`config.mk`:
```
export PLATFORM = sky130hd
export DESIGN_NAME = rwwt_top
export DESIGN_NICKNAME = d
export VERILOG_FILES = /design/src/logic/rwwt_pkg.sv /design/src/logic/rwwt_cnt_if.sv /design/src/logic/rwwt_counter.sv /design/src/logic/rwwt_top.sv
export SDC_FILE = /design/constraint.sdc
export NUM_CORES = 1
export LEC_CHECK = 0
export ABC_AREA = 0
export BUFFER_PORTS_ARGS = -buffer_cell sky130_fd_sc_hd__buf_2
export CAP_MARGIN = 5
export CORE_AREA = 10 10 78 106
export DETAILED_ROUTE_END_ITERATION = 10
export DIE_AREA = 0 0 88 116
export GPL_TIMING_DRIVEN = 0
export PLACE_DENSITY = 0.74
export SLEW_MARGIN = 20
export SYNTH_ARGS = -nofsm -noshare
export SYNTH_HDL_FRONTEND = slang
export SYNTH_SLANG_ARGS = --single-unit
```
`constraint.sdc`:
```
create_clock -name clk -period 2.22 [get_ports clk]
set_input_delay 0.222 -clock clk [delete_from_list [all_inputs] [get_ports clk]]
set_output_delay 0.222 -clock clk [all_outputs]
set_load 0.005 [all_outputs]
```
`src/logic/rwwt_pkg.sv`:
```
// package for the runaway watchdog / warm-up timer
// assumes a 32-bit avalon-mm slave bus and a single 40 MHz clock domain
// Functional notes
// - 7-stage prescaler feeds 15-stage main counter
// - two-bit field picks overflow tap 2^15..2^21
// - detect period resets to 00, shortest
// - overflow raises non-maskable interrupt request
// - enable bit resets to one
// - disable needs enable cleared then B1 code
// - writing enable one re-enables directly
// - clear code 4E zeroes the counters
// - command register write-only, other codes ignored
// - reset-connect bit routes overflow to reset
// - warm-up select picks 2^7 or 2^9 tap
// - quick warm-up forces the 2^7 end point
// - quick warm-up forced off while watchdog runs
// - counters time warm-up on stop exit
// - counting halts in deep idle and stop
// - counting restarts right after reset release
package rwwt_pkg;
    // word addresses on the bus
    localparam logic [3:0] ADDR_MODE = 4'h0;
    localparam logic [3:0] ADDR_CMD = 4'h1;
    localparam logic [3:0] ADDR_QUICK = 4'h2;
    localparam logic [3:0] ADDR_STATUS = 4'h3;
    localparam logic [3:0] ADDR_IRQ_EN = 4'h4;
    localparam logic [3:0] ADDR_IRQ_CLR = 4'h5;
    localparam logic [3:0] ADDR_WARM = 4'h6;
    localparam logic [7:0] CMD_OFFSET = 8'h5d;
    // watchdog_mode field positions
    localparam int MODE_ENABLE_POS = 7;
    localparam int MODE_PERIOD_LSB = 5;
    localparam int MODE_WARM_POS = 4;
    localparam int MODE_RESCON_POS = 1;
    localparam logic [7:0] MODE_RESET = 8'h80;
    // command codes
    localparam logic [7:0] CODE_DISABLE = 8'hb1;
    localparam logic [7:0] CODE_CLEAR = 8'h4e;
    // counter geometry
    localparam int PRE_STAGES = 7;
    localparam int MAIN_STAGES = 15;
    localparam int WARM_SHORT_TAP = 7;
    localparam int WARM_LONG_TAP = 9;
    // interrupt status bits
    localparam int IRQ_OVF = 0;
    localparam int IRQ_WARM = 1;
    localparam int IRQ_BITS = 2;
    localparam int RST_PULSE_CYCLES = 4;
endpackage

```
`src/logic/rwwt_cnt_if.sv`:
```
// carrier between the watchdog top and its counter chain
// assumes both ends sit in the same clock domain
`timescale 1ns/1ps
interface rwwt_cnt_if;
    logic run;
    logic clear;
    logic [21:0] count;
    modport ctrl (output run, output clear, input count);
    modport chain (input run, input clear, output count);
endinterface

```
`src/logic/rwwt_counter.sv`:
```
// prescaler plus main binary counter chain
// assumes run and clear are synchronous to clk; the caller drives them combinationally
`timescale 1ns/1ps
module rwwt_counter #(
    parameter int PRE = rwwt_pkg::PRE_STAGES,
    parameter int MAIN = rwwt_pkg::MAIN_STAGES
) (
    input wire logic clk,
    input wire logic resetn,
    rwwt_cnt_if.chain cnt
);
    initial begin
        if (PRE + MAIN != 22) begin
            $error("counter chain must total 22 stages");
        end
    end

    logic [PRE+MAIN-1:0] value;

    // one ripple-free chain; prescaler is the low stages
    always_ff @(posedge clk or negedge resetn) begin
        if (!resetn) begin
            value <= '0;
        end else if (cnt.clear) begin
            value <= '0;
        end else if (cnt.run) begin
            value <= value + 1'b1;
        end
    end

    assign cnt.count = value;
endmodule

```
`src/logic/rwwt_top.sv`:
```
// runaway watchdog and oscillator warm-up timer with avalon-mm slave
// assumes inputs synchronous to clk; reset_request feeds the chip reset
`timescale 1ns/1ps
module rwwt_top (
    input wire logic clk,
    input wire logic resetn,
    input wire logic [3:0] avs_address,
    input wire logic avs_read,
    input wire logic avs_write,
    input wire logic [31:0] avs_writedata,
    input wire logic [3:0] avs_byteenable,
    output logic [31:0] avs_readdata,
    output logic avs_waitrequest,
    input wire logic deep_idle,
    input wire logic stop_mode,
    input wire logic warmup_start,
    output logic warmup_done,
    output logic runaway_nmi,
    output logic watchdog_out,
    output logic reset_request,
    output logic irq
);
    rwwt_cnt_if cnt ();

    rwwt_counter u_counter (
        .clk(clk),
        .resetn(resetn),
        .cnt(cnt)
    );

    typedef enum logic [1:0] {ST_IDLE, ST_ANSWER} rwwt_bus_e;
    typedef enum logic [1:0] {WD_ON, WD_OFF, WD_WARM} rwwt_mode_e;

    rwwt_bus_e bus_state;
    rwwt_mode_e wd_state;
    logic [7:0] watchdog_mode;
    logic quick_warm;
    logic [rwwt_pkg::IRQ_BITS-1:0] irq_status;
    logic [rwwt_pkg::IRQ_BITS-1:0] irq_enable;
    logic tap_prev;
    logic warm_prev;
    logic [2:0] rst_count;
    logic wr_mode, wr_cmd, wr_quick, wr_en, wr_clr;
    logic clear_req, next_tap, ovf_pulse, warm_tap, warm_pulse;
    logic [7:0] wdata;
    logic [1:0] period_sel;

    // tap index for a detect period code; 2^15 plus two per step
    function automatic int tap_of(input logic [1:0] sel);
        return 14 + 2 * int'(sel);
    endfunction

    assign wdata = avs_writedata[7:0];
    assign period_sel = watchdog_mode[rwwt_pkg::MODE_PERIOD_LSB+:2];

    // a write lands once, at the edge where waitrequest is seen low
    assign wr_mode = avs_write && bus_state == ST_ANSWER && avs_byteenable[0]
        && avs_address == rwwt_pkg::ADDR_MODE;
    assign wr_cmd = avs_write && bus_state == ST_ANSWER && avs_byteenable[0]
        && avs_address == rwwt_pkg::ADDR_CMD;
    assign wr_quick = avs_write && bus_state == ST_ANSWER
        && avs_byteenable[0] && avs_address == rwwt_pkg::ADDR_QUICK;
    assign wr_en = avs_write && bus_state == ST_ANSWER && avs_byteenable[0]
        && avs_address == rwwt_pkg::ADDR_IRQ_EN;
    assign wr_clr = avs_write && bus_state == ST_ANSWER && avs_byteenable[0]
        && avs_address == rwwt_pkg::ADDR_IRQ_CLR;

    // counters run unless halted by low-power modes
    assign cnt.run = !deep_idle && !stop_mode;
    assign clear_req = wr_cmd && wdata == rwwt_pkg::CODE_CLEAR;
    assign cnt.clear = clear_req || (warmup_start && wd_state != WD_WARM);

    // overflow of the selected tap is its falling edge
    assign next_tap = cnt.count[tap_of(period_sel)];
    assign ovf_pulse = tap_prev && !next_tap && wd_state == WD_ON;

    // warm-up end point: quick bit wins over the select bit
    assign warm_tap = quick_warm ? cnt.count[rwwt_pkg::WARM_SHORT_TAP]
        : (watchdog_mode[rwwt_pkg::MODE_WARM_POS]
           ? cnt.count[rwwt_pkg::WARM_LONG_TAP]
           : cnt.count[rwwt_pkg::WARM_SHORT_TAP]);
    assign warm_pulse = wd_state == WD_WARM && warm_tap && !warm_prev;

    // bus handshake: one wait cycle, answer on the second edge
    always_ff @(posedge clk or negedge resetn) begin
        if (!resetn) begin
            bus_state <= ST_IDLE;
            avs_waitrequest <= 1'b1;
        end else if (bus_state == ST_IDLE && (avs_read || avs_write)) begin
            bus_state <= ST_ANSWER;
            avs_waitrequest <= 1'b0;
        end else begin
            bus_state <= ST_IDLE;
            avs_waitrequest <= 1'b1;
        end
    end

    // read mux; unmapped and write-only addresses read zero
    always_ff @(posedge clk or negedge resetn) begin
        if (!resetn) begin
            avs_readdata <= '0;
        end else if (bus_state == ST_IDLE && avs_read) begin
            unique case (avs_address)
                rwwt_pkg::ADDR_MODE: avs_readdata <= {24'h0, watchdog_mode};
                rwwt_pkg::ADDR_QUICK: avs_readdata <= {31'h0, quick_warm};
                rwwt_pkg::ADDR_STATUS: avs_readdata <= {30'h0, irq_status};
                rwwt_pkg::ADDR_IRQ_EN: avs_readdata <= {30'h0, irq_enable};
                rwwt_pkg::ADDR_WARM: avs_readdata <= {31'h0, warmup_done};
                default: avs_readdata <= '0;
            endcase
        end
    end

    // mode register; enable bit and period reset to documented values
    always_ff @(posedge clk or negedge resetn) begin
        if (!resetn) begin
            watchdog_mode <= rwwt_pkg::MODE_RESET;
        end else if (wr_mode) begin
            watchdog_mode <= wdata;
        end
    end

    // watchdog state: disabling needs both steps in order
    always_ff @(posedge clk or negedge resetn) begin
        if (!resetn) begin
            wd_state <= WD_ON;
        end else begin
            unique case (wd_state)
                WD_ON: begin
                    if (wr_cmd && wdata == rwwt_pkg::CODE_DISABLE
                        && !watchdog_mode[rwwt_pkg::MODE_ENABLE_POS]) begin
                        wd_state <= WD_OFF;
                    end else if (warmup_start) begin
                        wd_state <= WD_WARM;
                    end
                end
                WD_OFF: begin
                    if (wr_mode && wdata[rwwt_pkg::MODE_ENABLE_POS]) begin
                        wd_state <= WD_ON;
                    end else if (warmup_start) begin
                        wd_state <= WD_WARM;
                    end
                end
                WD_WARM: begin
                    // return to the mode the enable bit asks for
                    if (warm_pulse) begin
                        wd_state <= watchdog_mode[rwwt_pkg::MODE_ENABLE_POS]
                            ? WD_ON : WD_OFF;
                    end
                end
                default: wd_state <= WD_ON;
            endcase
        end
    end

    // quick warm-up bit, held clear while the watchdog runs
    always_ff @(posedge clk or negedge resetn) begin
        if (!resetn) begin
            quick_warm <= 1'b0;
        end else if (wd_state == WD_ON) begin
            quick_warm <= 1'b0;
        end else if (wr_quick) begin
            quick_warm <= wdata[0];
        end
    end

    // edge history of the taps
    always_ff @(posedge clk or negedge resetn) begin
        if (!resetn) begin
            tap_prev <= 1'b0;
            warm_prev <= 1'b0;
        end else begin
            tap_prev <= next_tap;
            warm_prev <= warm_tap;
        end
    end

    // runaway outputs: nmi and pin pulse one cycle per overflow
    always_ff @(posedge clk or negedge resetn) begin
        if (!resetn) begin
            runaway_nmi <= 1'b0;
            watchdog_out <= 1'b0;
            warmup_done <= 1'b0;
        end else begin
            runaway_nmi <= ovf_pulse;
            watchdog_out <= ovf_pulse;
            warmup_done <= warm_pulse;
        end
    end

    // reset request stretched so the chip reset is seen cleanly;
    // it resets this block too through the chip reset
    always_ff @(posedge clk or negedge resetn) begin
        if (!resetn) begin
            rst_count <= '0;
            reset_request <= 1'b0;
        end else if (ovf_pulse
                     && watchdog_mode[rwwt_pkg::MODE_RESCON_POS]) begin
            rst_count <= 3'(rwwt_pkg::RST_PULSE_CYCLES);
            reset_request <= 1'b1;
        end else if (rst_count != '0) begin
            rst_count <= rst_count - 3'd1;
            reset_request <= rst_count != 3'd1;
        end else begin
            reset_request <= 1'b0;
        end
    end

    // sticky status: a set in the clear cycle wins
    always_ff @(posedge clk or negedge resetn) begin
        if (!resetn) begin
            irq_status <= '0;
        end else begin
            irq_status <= (irq_status
                & ~(wr_clr ? wdata[rwwt_pkg::IRQ_BITS-1:0] : '0))
                | {warm_pulse, ovf_pulse};
        end
    end

    always_ff @(posedge clk or negedge resetn) begin
        if (!resetn) begin
            irq_enable <= '0;
        end else if (wr_en) begin
            irq_enable <= wdata[rwwt_pkg::IRQ_BITS-1:0];
        end
    end

    // level interrupt registered from masked status
    always_ff @(posedge clk or negedge resetn) begin
        if (!resetn) begin
            irq <= 1'b0;
        end else begin
            irq <= |(irq_status & irq_enable);
        end
    end
endmodule

```
==> flow_metrics.env <==
export IMPL_period_minus_slack_ns=2.14
export IMPL_place_port_buffers=30
export IMPL_dp_hpwl_um=4630
export IMPL_cts_num_sinks=55
export IMPL_drt_iter0_drc=126
export IMPL_powerDensity_nw_per_um2=623
export IMPL_vdd_drop_max_uv=489
export IMPL_boundaryPins=85
export IMPL_synth_avg_cell_area_um2=9.93
export IMPL_netlist_instances=289
export IMPL_max_freq_ghz=0.467
export IMPL_wl_per_cell_um=14.1
export IMPL_outcome="completed"
export IMPL_rsz0062_at_grt="no"
export IMPL_finalSetupViolCount=0
export IMPL_synth_area_leaders="dfrtp_1, buf_4, mux2_2"
export IMPL_synth_common_cells="dfrtp_1, nor2_1, buf_4"
export IMPL_fp_dieH_um=116
export IMPL_clockRootBuffer="clkbuf_8"
export IMPL_grt_pass1_vias=2292
export IMPL_synth_most_common_cell="dfrtp_1"
export IMPL_grt_max_degree=56
export IMPL_coreArea_um2=6250
export IMPL_htree_levels=2
export IMPL_min_path_type="input pin to flop"
export IMPL_synth_async_reset_ratio_pct=100
export IMPL_drtPass1Iterations=4
export IMPL_critical_path_class="flop to flop"
export IMPL_cp_start_kind="flop"
export IMPL_antenna_found_initial=0
export IMPL_worstPathRequired_ns=2.45
export IMPL_final_util_pct=53.3
export IMPL_cp_max_fo=9
export IMPL_totalWireLength_um=5980
export IMPL_clock_skew_ns=0.00577
export IMPL_clk_latency_ns=0.30
export IMPL_cts_tree="done"
export IMPL_grt_overflow=0
export IMPL_ys_dominant_reg_cell="dfrtp_1"
export IMPL_p_leak_nw=1.64
export IMPL_synth_cell_types=47
export IMPL_synth_seq_cells=55
export IMPL_clk_pin_slew_worst_paths_ns=0.10
export IMPL_finalMaxSlewViolations=0
export IMPL_slew_limit_headroom_pct=53.3
export IMPL_power_mw=2.08
export IMPL_dieArea_um2=10200
export IMPL_grt_pass1_wl_um=10300
export IMPL_synth_edf_count=0
export IMPL_tightest_slew_ns=0.700
export IMPL_cts_made_buffers=5
export IMPL_area_growth_pct=16.2
export IMPL_holdWs_ns=0.147
export IMPL_vias=2202
export IMPL_clockBufferDepth=2
export IMPL_synth_cell_area_um2=2870
export IMPL_yosysTopAreaCellShare_pct=46.2
export IMPL_hold_viol_final=0
export IMPL_diodes=0
export IMPL_rows=34
export IMPL_fp_dieW_um=88
export IMPL_drive_gt1_share_pct=25.2
export IMPL_min_period_over_period_pct=96.5
export IMPL_drc_errors=0
export IMPL_setup_tns_ns=0
export IMPL_maxCapViolCount=0
export IMPL_yosysWarnings=0
export IMPL_yosys_area_top_type="dfrtp_1"
export IMPL_grt_total_usage_pct=12.2
export IMPL_via_per_inst=5.18
export IMPL_ys_seq_area_share_pct=48.0
export IMPL_num_nets_final=404
export IMPL_nFillCells=570
export IMPL_end_kind="flop"
export IMPL_ant_nets=0
export IMPL_initial_core_util_pct=45.9
export IMPL_gp_congestion=0.804
export IMPL_cp_arrival_ns=2.38
[kinds of logic (layout without fill, tap and decap cells)]
family	count (synthesis)	after routing	synth area share [%]
other cells	1	24	0.131
fa+ha+maj	5	5	2.18
simple gates	109	109	20.3
buf+inv	47	88	9.50
flops	55	55	48.0
mux	14	14	5.32
compound gates	44	44	10.3
xor+xnor	14	14	4.27
[sequential cells by signal, summed over array words and instances, names as in the netlist]
register	cells
irq	1
u_counter.cnt.count	21
avs_readdata	8
tap_prev	1
avs_waitrequest	1
quick_warm	1
irq_status	2
warmup_done	1
irq_enable	2
bus_state	1
watchdog_out	1
warm_prev	1
watchdog_mode	8
rst_count	3
wd_state	2
reset_request	1
[per-stage QoR]
step / worst slack (ns) / area (um^2) / std cells
6_report: 0.0781 / 3340 / 425
5_1_grt: 0.00443 / 3340 / 425
3_5_place_dp: -0.120 / 3210 / 414
4_1_cts: 0.0246 / 3320 / 424
3_3_place_gp: -0.0719 / 3210 / 414
2_1_floorplan: -0.00183 / 2970 / 312
[area by class of cell]
class | count | area, um^2 | share of cell area [%]
inverters | 12 | 45.0 | 1.35
multi-input cells | 210 | 1330 | 39.8
flip-flops and latches | 55 | 1380 | 41.3
well taps | 72 | 90.1 | 2.70
repair buffers | 35 | 193 | 5.78
clock inverters | 3 | 15.0 | 0.450
plain buffers | 33 | 218 | 6.53
clock buffers | 5 | 68.8 | 2.06
[worst paths after layout]
path                                              from                 endpoint  slack (ns)  depth (start not counted)
worst max-delay path            u_counter.cnt.count[1]  u_counter.cnt.count[16]        0.08                          5
worst min-delay path                    avs_address[3]          avs_readdata[1]        0.15                          2
worst max register to register  u_counter.cnt.count[1]  u_counter.cnt.count[16]        0.08                          5
worst min register to register               warm_prev              warmup_done        0.48                          1
max in group asynchronous                       resetn            reset_request        1.26                          2
min in group asynchronous                       resetn  u_counter.cnt.count[15]        0.50                          2
[timing repair]
action,4_1_cts,5_1_grt
hold buffers,1,0
setup buffers,2,2
endpoints found under the setup margin,4,3
endpoints found under the hold margin,51,0
pin swaps,0,2
gates resized for setup,2,3
[metal layers]
layer  track usage, %  wire [um]  up-vias
met5                0          0        -
met4             3.52         36        0
met3             3.79        461        2
met2             22.3       3070       51
met1             12.9       2410     1055
li1                 -          -     1094
[placed cells by master (no fill, tap or decap), types with 2 or more instances in the layout]
cell,instances
dfrtp_1,53
buf_4,30
buf_2,29
nor2_1,28
conb_1,24
nand2_1,21
inv_1,12
mux2_2,10
a21oi_1,10
xnor2_1,10
o21ai_0,9
clkbuf_1,8
a22o_1,7
o31ai_1,7
nand4_1,7
nor3_1,6
or4_1,6
nand3_1,6
nor4_1,6
nand2b_1,5
clkbuf_8,5
mux2i_1,4
xor2_1,4
ha_1,4
nor2b_1,3
nand3b_1,3
or2_2,3
or3_1,3
clkinv_2,3
o22ai_1,2
or4_4,2
dfstp_2,2
[worst max-delay path, stage by stage, from the launching register on]
cell,delay (ns)
dfrtp_1,0.37
ha_2,0.18
or3b_4,0.40
or4_4,0.49
or4_4,0.50
a21oi_2,0.14
[power breakdown]
part | internal, mW | switching [mW] | leakage (nW)
Clock | 0.217 | 0.314 | 0.0477
Sequential | 1.10 | 0.0727 | 0.728
Combinational | 0.184 | 0.189 | 0.863
Total | 1.50 | 0.575 | 1.64
Power figures use the tool's default switching activity.
